==> config.mk <==
export PLATFORM = sky130hd
export DESIGN_NAME = sfmc_top
export DESIGN_NICKNAME = d
export VERILOG_FILES = /design/src/rtl/sfmc_pkg.sv /design/src/rtl/sfmc_sync.sv /design/src/rtl/sfmc_top.sv
export SDC_FILE = /design/constraint.sdc
export NUM_CORES = 1
export LEC_CHECK = 0
export BUFFER_PORTS_ARGS = -buffer_cell sky130_fd_sc_hd__buf_2
export CORE_MARGIN = 2
export CORE_UTILIZATION = 30
export DETAILED_ROUTE_END_ITERATION = 8
export MAX_ROUTING_LAYER = met4
export PLACE_DENSITY = 0.63
export SYNTH_ARGS = -nofsm -noshare
export SYNTH_HDL_FRONTEND = slang
export SYNTH_SLANG_ARGS = --single-unit
==> constraint.sdc <==
create_clock -name clk_sys -period 2.9 [get_ports clk_sys]
set_input_delay 0.58 -clock clk_sys [delete_from_list [all_inputs] [get_ports clk_sys]]
set_output_delay 0.58 -clock clk_sys [all_outputs]
set_load 0.005 [all_outputs]
==> src/rtl/sfmc_pkg.sv <==
// Package for the switch forwarding-mode configuration block.
// Assumes a config-space style register port driven by the core clock.
package sfmc_pkg;
  localparam logic [7:0]  OFS_MODE      = 8'h74;
  localparam logic [7:0]  OFS_PHY2      = 8'h78;
  localparam int          BIT_STORE_FWD = 0;
  localparam int          BIT_THR_LO    = 1;
  localparam int          BIT_ARB_HOLD  = 3;
  localparam int          BIT_CRD_ALL   = 4;
  localparam int          BIT_ORD_EGR   = 5;
  localparam int          BIT_ORD_TAG   = 6;
  localparam int          BIT_PM_LO     = 8;
  localparam int          BIT_POLINV    = 14;
  // Writable bits by software on each port flavour
  localparam logic [31:0] UP_RW_MASK    = 32'h0000_3F7F;
  localparam logic [31:0] DN_RW_MASK    = 32'h0000_3F00;
  // Bits that exist at all (loader may set these)
  localparam logic [31:0] UP_IMPL_MASK  = 32'h7FFF_FF7F;
  localparam logic [31:0] DN_IMPL_MASK  = 32'h7FFF_FF00;
  localparam logic [31:0] UP_RESET      = 32'h0A73_0102;
  localparam logic [31:0] DN_RESET      = 32'h0A73_0100;
  localparam logic [15:0] PHY2_RESET    = 16'h0080;
  localparam logic [1:0]  THR_RESET     = 2'h1;
  localparam logic [3:0]  MAX_BE        = 4'hF;
endpackage : sfmc_pkg

==> src/rtl/sfmc_sync.sv <==
// Two-flop synchroniser for a level from outside the clock domain.
// No reset: the pair fills with the pin level while the block is in reset.
`timescale 1ns/1ps
module sfmc_sync (
  input  wire logic clk_sys,
  input  wire logic d,
  output logic      q
);
  logic meta;
  logic next_meta;
  logic next_q;
  always_comb begin
    next_meta = d;
    next_q    = meta;
  end
  always_ff @(posedge clk_sys) begin
    meta <= next_meta;
    q    <= next_q;
  end
endmodule : sfmc_sync

==> src/rtl/sfmc_top.sv <==
// Forwarding-mode config register; mode outputs except rx_pol_inv_dis are boundary-applied.
// Assumes config access and loader writes are one-cycle strobes on clk_sys.
// Notes on behaviour
// RULE1: Bit0 set selects store-forward, else cut-through
// RULE2: Threshold code moves start earlier from midpoint
// RULE3: Bit3 set holds grant on pending port
// RULE4: Bit3 clear grants only credit-ready requesters
// RULE5: Bit4 set releases all credit types together
// RULE6: Bit5 set orders across egress ports
// RULE7: Bit6 set orders completions with different tags
// RULE8: SMBus/EEPROM loader can replace reset defaults
// RULE9: Downstream polarity bit resets from strap pin
// RULE10: Downstream copy has no forwarding bits
// RULE11: Reserved zero; read-only ignores config writes
// RULE12: Mode changes apply only at packet boundaries, except polarity bit 14
`timescale 1ns/1ps
module sfmc_top #(
  parameter bit IS_DOWNSTREAM = 1'b0
) (
  input  wire logic        clk_sys,
  input  wire logic        rst,
  input  wire logic        cfg_wr,
  input  wire logic        cfg_rd,
  input  wire logic [7:0]  cfg_addr,
  input  wire logic [3:0]  cfg_be,
  input  wire logic [31:0] cfg_wdata,
  output logic [31:0]      cfg_rdata,
  output logic             cfg_rvalid,
  input  wire logic        ld_wr,
  input  wire logic [7:0]  ld_addr,
  input  wire logic [31:0] ld_wdata,
  input  wire logic        rx_polarity_flip_off_strap,
  input  wire logic        pkt_boundary,
  output logic             store_fwd_mode,
  output logic [1:0]       cut_thr_code,
  output logic             arb_hold_mode,
  output logic             credit_all_types,
  output logic             order_egress,
  output logic             order_tag,
  output logic [5:0]       pm_param,
  output logic             rx_pol_inv_dis
);
  localparam logic [31:0] RW_MASK =
    IS_DOWNSTREAM ? sfmc_pkg::DN_RW_MASK : sfmc_pkg::UP_RW_MASK;
  localparam logic [31:0] IMPL_MASK =
    IS_DOWNSTREAM ? sfmc_pkg::DN_IMPL_MASK : sfmc_pkg::UP_IMPL_MASK;
  localparam logic [31:0] RST_VAL =
    IS_DOWNSTREAM ? sfmc_pkg::DN_RESET : sfmc_pkg::UP_RESET;

  function automatic logic [31:0] be_mask(input logic [3:0] be);
    be_mask = {{8{be[3]}}, {8{be[2]}}, {8{be[1]}}, {8{be[0]}}};
  endfunction : be_mask

  logic        strap_s;
  logic        strap_done;
  logic [31:0] mode;
  logic [15:0] phy2;
  logic [31:0] next_mode;
  logic [15:0] next_phy2;
  logic        next_strap_done;
  logic [31:0] next_rdata;
  logic        next_rvalid;
  logic [31:0] applied;
  logic [31:0] next_applied;

  sfmc_sync u_strap (
    .clk_sys (clk_sys),
    .d       (rx_polarity_flip_off_strap),
    .q       (strap_s)
  );

  always_comb begin
    logic [31:0] wm;
    wm              = '0;
    next_mode       = mode;
    next_phy2       = phy2;
    next_strap_done = 1'b1;
    // Strap caught once after reset release, loader may still override
    if (IS_DOWNSTREAM && !strap_done) begin
      next_mode[sfmc_pkg::BIT_POLINV] = strap_s; // RULE9
    end
    if (cfg_wr && cfg_addr == sfmc_pkg::OFS_MODE) begin
      wm        = be_mask(cfg_be) & RW_MASK; // RULE11
      next_mode = (next_mode & ~wm) | (cfg_wdata & wm); // RULE10
    end
    // Loader has priority over a same-cycle config write
    if (ld_wr && ld_addr == sfmc_pkg::OFS_MODE) begin
      next_mode = ld_wdata & IMPL_MASK; // RULE8
    end
    if (ld_wr && ld_addr == sfmc_pkg::OFS_PHY2) begin
      next_phy2 = ld_wdata[15:0]; // RULE8
    end
  end

  always_comb begin
    next_rvalid = cfg_rd;
    next_rdata  = '0;
    if (cfg_rd) begin
      unique case (cfg_addr)
        sfmc_pkg::OFS_MODE: next_rdata = mode & IMPL_MASK; // RULE11
        sfmc_pkg::OFS_PHY2: next_rdata = {16'h0000, phy2};
        default:            next_rdata = '0;
      endcase
    end
  end

  always_comb begin
    next_applied = applied;
    if (pkt_boundary) begin
      next_applied = mode & IMPL_MASK; // RULE12
    end
  end

  always_ff @(posedge clk_sys) begin
    if (rst) begin
      mode       <= RST_VAL;
      phy2       <= sfmc_pkg::PHY2_RESET;
      strap_done <= 1'b0;
      cfg_rdata  <= '0;
      cfg_rvalid <= 1'b0;
      applied    <= RST_VAL & IMPL_MASK;
    end else begin
      mode       <= next_mode;
      phy2       <= next_phy2;
      strap_done <= next_strap_done;
      cfg_rdata  <= next_rdata;
      cfg_rvalid <= next_rvalid;
      applied    <= next_applied;
    end
  end

  // Mode outputs from the boundary-applied copy; rx_pol_inv_dis straight from mode
  always_comb begin
    store_fwd_mode   = applied[sfmc_pkg::BIT_STORE_FWD]; // RULE1
    cut_thr_code     = applied[sfmc_pkg::BIT_THR_LO +: 2]; // RULE2
    arb_hold_mode    = applied[sfmc_pkg::BIT_ARB_HOLD]; // RULE3 RULE4
    credit_all_types = applied[sfmc_pkg::BIT_CRD_ALL]; // RULE5
    order_egress     = applied[sfmc_pkg::BIT_ORD_EGR]; // RULE6
    order_tag        = applied[sfmc_pkg::BIT_ORD_TAG]; // RULE7
    pm_param         = applied[sfmc_pkg::BIT_PM_LO +: 6];
    rx_pol_inv_dis   = mode[sfmc_pkg::BIT_POLINV];
  end

  logic past_valid;
  always_ff @(posedge clk_sys) begin
    if (rst) past_valid <= 1'b0;
    else     past_valid <= 1'b1;
  end

  property p_applied_hold;
    @(posedge clk_sys) disable iff (rst)
      past_valid && !$past(pkt_boundary) |-> $stable(applied);
  endproperty
  a_applied_hold: assert property (p_applied_hold) // RULE12
    else $error("mode changed off a packet boundary");

  property p_applied_take;
    @(posedge clk_sys) disable iff (rst)
      pkt_boundary |=> applied == ($past(mode) & IMPL_MASK);
  endproperty
  a_applied_take: assert property (p_applied_take) // RULE12
    else $error("boundary did not apply mode");

  property p_store_fwd;
    @(posedge clk_sys) disable iff (rst)
      pkt_boundary |=>
        store_fwd_mode == $past(mode[sfmc_pkg::BIT_STORE_FWD]);
  endproperty
  a_store_fwd: assert property (p_store_fwd) // RULE1
    else $error("store-forward output mismatch");

  property p_thr;
    @(posedge clk_sys) disable iff (rst)
      pkt_boundary |=>
        cut_thr_code == $past(mode[sfmc_pkg::BIT_THR_LO +: 2]);
  endproperty
  a_thr: assert property (p_thr) // RULE2
    else $error("threshold output mismatch");

  property p_arb;
    @(posedge clk_sys) disable iff (rst)
      pkt_boundary |=>
        arb_hold_mode == $past(mode[sfmc_pkg::BIT_ARB_HOLD]);
  endproperty
  a_arb: assert property (p_arb) // RULE3 RULE4
    else $error("arbitration mode mismatch");

  property p_crd_ord;
    @(posedge clk_sys) disable iff (rst)
      pkt_boundary |=>
        {credit_all_types, order_egress, order_tag} ==
          {$past(mode[sfmc_pkg::BIT_CRD_ALL]),
           $past(mode[sfmc_pkg::BIT_ORD_EGR]),
           $past(mode[sfmc_pkg::BIT_ORD_TAG])};
  endproperty
  a_crd_ord: assert property (p_crd_ord) // RULE5 RULE6 RULE7
    else $error("credit or ordering output mismatch");

  property p_rsvd;
    @(posedge clk_sys) disable iff (rst)
      cfg_rvalid && $past(cfg_addr) == sfmc_pkg::OFS_MODE |->
        (cfg_rdata & ~IMPL_MASK) == 32'h0000_0000;
  endproperty
  a_rsvd: assert property (p_rsvd) // RULE11
    else $error("reserved bits read nonzero");

  property p_ro_write;
    @(posedge clk_sys) disable iff (rst)
      cfg_wr && !ld_wr && strap_done |=>
        ((mode ^ $past(mode)) & ~RW_MASK) == 32'h0000_0000;
  endproperty
  a_ro_write: assert property (p_ro_write) // RULE11
    else $error("config write changed read-only bit");

  property p_loader;
    @(posedge clk_sys) disable iff (rst)
      ld_wr && ld_addr == sfmc_pkg::OFS_MODE |=>
        mode == ($past(ld_wdata) & IMPL_MASK);
  endproperty
  a_loader: assert property (p_loader) // RULE8
    else $error("loader value not taken");

  property p_dn_nofwd;
    @(posedge clk_sys) disable iff (rst)
      IS_DOWNSTREAM |-> mode[7:0] == 8'h00;
  endproperty
  a_dn_nofwd: assert property (p_dn_nofwd) // RULE10
    else $error("downstream forwarding bits set");

  property p_strap_take;
    @(posedge clk_sys) disable iff (rst)
      IS_DOWNSTREAM && !strap_done &&
        !(ld_wr && ld_addr == sfmc_pkg::OFS_MODE) |=>
          mode[sfmc_pkg::BIT_POLINV] == $past(strap_s);
  endproperty
  a_strap_take: assert property (p_strap_take) // RULE9
    else $error("strap level not taken into polarity bit");

  property p_dn_outputs;
    @(posedge clk_sys) disable iff (rst)
      IS_DOWNSTREAM |-> {order_tag, order_egress, credit_all_types,
        arb_hold_mode, cut_thr_code, store_fwd_mode} == 7'h00;
  endproperty
  a_dn_outputs: assert property (p_dn_outputs) // RULE10
    else $error("downstream forwarding output set");

  property p_phy2_ro;
    @(posedge clk_sys) disable iff (rst)
      cfg_wr && !(ld_wr && ld_addr == sfmc_pkg::OFS_PHY2) |=>
        $stable(phy2);
  endproperty
  a_phy2_ro: assert property (p_phy2_ro) // RULE11
    else $error("config write changed phy csr");

  property p_phy2_load;
    @(posedge clk_sys) disable iff (rst)
      ld_wr && ld_addr == sfmc_pkg::OFS_PHY2 |=>
        {16'h0000, phy2} == ($past(ld_wdata) & 32'h0000_FFFF);
  endproperty
  a_phy2_load: assert property (p_phy2_load) // RULE8
    else $error("loader value not taken into phy csr");

  property p_mode_idle;
    @(posedge clk_sys) disable iff (rst)
      !cfg_wr && !ld_wr && strap_done |=> $stable(mode);
  endproperty
  a_mode_idle: assert property (p_mode_idle) // RULE11
    else $error("mode register changed without a write");

  property p_mode_read;
    @(posedge clk_sys) disable iff (rst)
      cfg_rvalid && $past(cfg_addr) == sfmc_pkg::OFS_MODE |->
        cfg_rdata == ($past(mode) & IMPL_MASK);
  endproperty
  a_mode_read: assert property (p_mode_read) // RULE11
    else $error("mode read data mismatch");

  property p_phy2_read;
    @(posedge clk_sys) disable iff (rst)
      cfg_rvalid && $past(cfg_addr) == sfmc_pkg::OFS_PHY2 |->
        cfg_rdata == {16'h0000, $past(phy2)};
  endproperty
  a_phy2_read: assert property (p_phy2_read) // RULE11
    else $error("phy csr read data mismatch");

  property p_unmapped_read;
    @(posedge clk_sys) disable iff (rst)
      cfg_rvalid && $past(cfg_addr) != sfmc_pkg::OFS_MODE &&
        $past(cfg_addr) != sfmc_pkg::OFS_PHY2 |-> cfg_rdata == 32'h0000_0000;
  endproperty
  a_unmapped_read: assert property (p_unmapped_read) // RULE11
    else $error("unmapped read returned nonzero");

  property p_rdata_idle;
    @(posedge clk_sys) disable iff (rst)
      !cfg_rvalid |-> cfg_rdata == 32'h0000_0000;
  endproperty
  a_rdata_idle: assert property (p_rdata_idle) // RULE11
    else $error("read data nonzero outside a read answer");

  c_boundary: cover property (@(posedge clk_sys) pkt_boundary
    && mode != applied);
  c_loader: cover property (@(posedge clk_sys) ld_wr && cfg_wr);
  c_read: cover property (@(posedge clk_sys) cfg_rvalid);
  c_strap: cover property (@(posedge clk_sys) IS_DOWNSTREAM
    && strap_done && rx_pol_inv_dis);
  c_thr_max: cover property (@(posedge clk_sys) cut_thr_code
    == 2'h3);
endmodule : sfmc_top

==> qor.csv <==
stage,metric,value,unit
clocking,H-tree depth,3,
clocking,worst skew pair latency,0.34,ns
global_routing,initial antenna violation count,0,
clocking,CTS Buf Count,9,
place,DP Wirelength,5670,um
clocking,CTS tree,built,
synthesis,most instantiated library cell after synthesis,dfxtp_1,
sta,Final Critical Period,1.94,ns
setup_path,CP Capture Type,flop,
power_and_ir_drop,VDD IR max,0.340,mV
floorplanning,die height,110,um
synthesis,Synth Flop Type,dfxtp_1,
floorplanning,num rows,38,
cells_and_area,layout filler cell count,1103,
place,gpl congestion,0.695,
clocking,clock tree buffer depth,2,
synthesis,number of library cell types mapped by synthesis,30,
worst_hold_path,worst hold path depth,3,
sta,Final Setup Violations,0,
setup_path,Worst Reg-to-Reg Cells,3,
sta,clock skew,0.00335,ns
route,detailed-route via count,2705,
sta,Max Clk Rate,516,MHz
route,drt drc,0,
run_status,outcome,completed,
sta,max-slew violations,0,
synthesis,number of flops mapped to enable cells by yosys,0,
synthesis,flop and latch count out of synthesis,91,
cells_and_area,Total Nets Final,529,
floorplanning,# IOs,138,
power_and_ir_drop,PwrDens,568,nW/um^2
synthesis,cell area after synthesis,3390,um^2
clocking,clk sinks,91,
synthesis,Yosys warnings,0,
sta,final hold violations,0,
setup_path,crit-path max FO,43,
route,Post-Route WL,8470,um
route,DR WL/cell,14.5,um
route,Final ANT Viol Nets,0,
sta,Final Cycle Share,66.8,%
global_routing,gr usage total,14.9,%
global_routing,first-pass GRT wire length,13000,um
worst_hold_path,Hold Path Class,in -> reg,
clocking,Clock transition at path regs,0.07,ns
route,DR vias/cell,4.64,
setup_path,CP required,3.10,ns
cells_and_area,layout cells sized above 1,34.1,%
power_and_ir_drop,Leakage,1.93,nW
synthesis,cells after synthesis,335,
floorplanning,die width,110,um
cells_and_area,register cell area after layout,1820,um^2
synthesis,top post-synthesis cells by area,"dfxtp_1 (54%), mux2i_1 (11%), nor2_1 (6.0%)",
cells_and_area,final design utilization,39.3,%
sta,hold_ws,0.445,ns
floorplanning,starting density of the core,31.0,%
clocking,clk root buf,clkbuf_16,
synthesis,top cell type's share of synthesized area,53.8,%
clocking,hold buffers post-CTS,0,
synthesis,Yosys top cell by area,dfxtp_1,
synthesis,Synth Area per Inst,10.1,um^2
synthesis,most frequent cells after synthesis,"dfxtp_1 (91), nor2_1 (54), mux2i_1 (37), nand2_1 (34), and3_1 (18)",
clocking,number of gates resized after CTS,0,
global_routing,Congestion Overflow GR,0,
floorplanning,Die Area,12200,um^2
setup_path,CP Class,in -> reg,
global_routing,vias in the first global route,2589,
synthesis,Synth async-reset ratio,0,%
route,initial DRC count,109,
setup_path,CP arrival,2.14,ns
route,1st-pass router iterations,4,
run,max_cap viols,0,
clocking,Post-CTS Setup Bufs,0,
setup_path,Startpoint Class,input pin,
synthesis,synthesized net count,426,
cells_and_area,multi-input logic area,1400,um^2
sta,RSZ-0062 raised after global routing,false,
cells_and_area,synthesis-to-finish area growth,27.0,%
global_routing,largest net degree at the start of global routing,60,
sta,Worst-Margin Slew,0.702,ns
floorplanning,Core ar.,10900,um^2
sta,Slew headroom,53.2,%
place,Port Buffers,113,
synthesis,sequential share of the synthesized area,53.8,%
sta,Fin Setup TNS,0,ns
cells_and_area,ant diodes,0,
## metal layers
layer | wire, um | vias to the layer above | GRT usage (%)
li1 | - | 1345 | -
met3 | 635 | 10 | 4.64
met2 | 3880 | 94 | 22.5
met1 | 3830 | 1256 | 18.3
met5 | 0 | - | -
met4 | 128 | 0 | 6.43
## power breakdown
part / internal, mW / total (mW) / switching [mW] / leakage [nW]
sequential: 1.25 / 1.25 / 0.00157 / 0.734
clock: 0.589 / 1.09 / 0.498 / 0.130
combinational: 0.0495 / 0.103 / 0.0539 / 1.07
## cell type report
type                            count  area share (%)
Multi-Input combinational cell    213            32.5
Sequential cell                    91            42.3
Clock inverter                      6            1.16
Clock buffer                       10            5.32
Tap cell                          140            4.07
Inverter                            3           0.262
Timing Repair Buffer              120            14.4
## metrics by stage
stage / cell area [um^2] / setup slack, ns / instances / power [mW]
detailed placement: 4020 / 0.586 / 567 / 1.39
global route: 4300 / 0.892 / 583 / 2.54
finish: 4300 / 0.963 / 583 / 2.45
floorplan: 3390 / 1.01 / 335 / 1.32
CTS: 4300 / 0.963 / 583 / 2.48
global placement: 4020 / 0.636 / 567 / 1.39
## worst paths after layout
kind | start | to | slack [ns]
max | ld_addr[1] | flop | 0.96
min | ld_wdata[20] | mode[20] | 0.44
max reg2reg | flop | flop | 2.09
min reg2reg | mode[23] | mode[23] | 0.45
## cell usage in the layout, fill, tap and decap left out, types with 2 or more instances in the layout
cell type	instances
nand3b_1	7
a21oi_1	10
buf_2	113
inv_1	3
inv_6	2
nor2_1	54
mux2i_1	37
and4b_1	3
nand4_1	2
clkinv_4	2
nand2_1	34
clkinvlp_4	2
and3_1	18
o21bai_1	2
clkbuf_16	9
o211a_1	2
dfxtp_1	91
a22oi_1	15
a211o_1	3
nor2b_1	6
buf_4	7
nand2b_1	2
a211oi_2	11
## logic make-up after synthesis
group	count (synthesis)	share of synthesized area, %
DFF	91	53.8
buffers and inverters	31	5.25
other	1	0.111
and+or+nand+nor	132	19.2
AOI/OAI and AO/OA	43	10.7
muxes	37	10.9
## worst max-delay path: stages
cell      delay, ns
buf_2          0.09
or3b_4         0.42
or3_2          0.45
buf_4          0.31
nor2_1         0.20
a211oi_2       0.06
(Power assumes the default switching activity.)
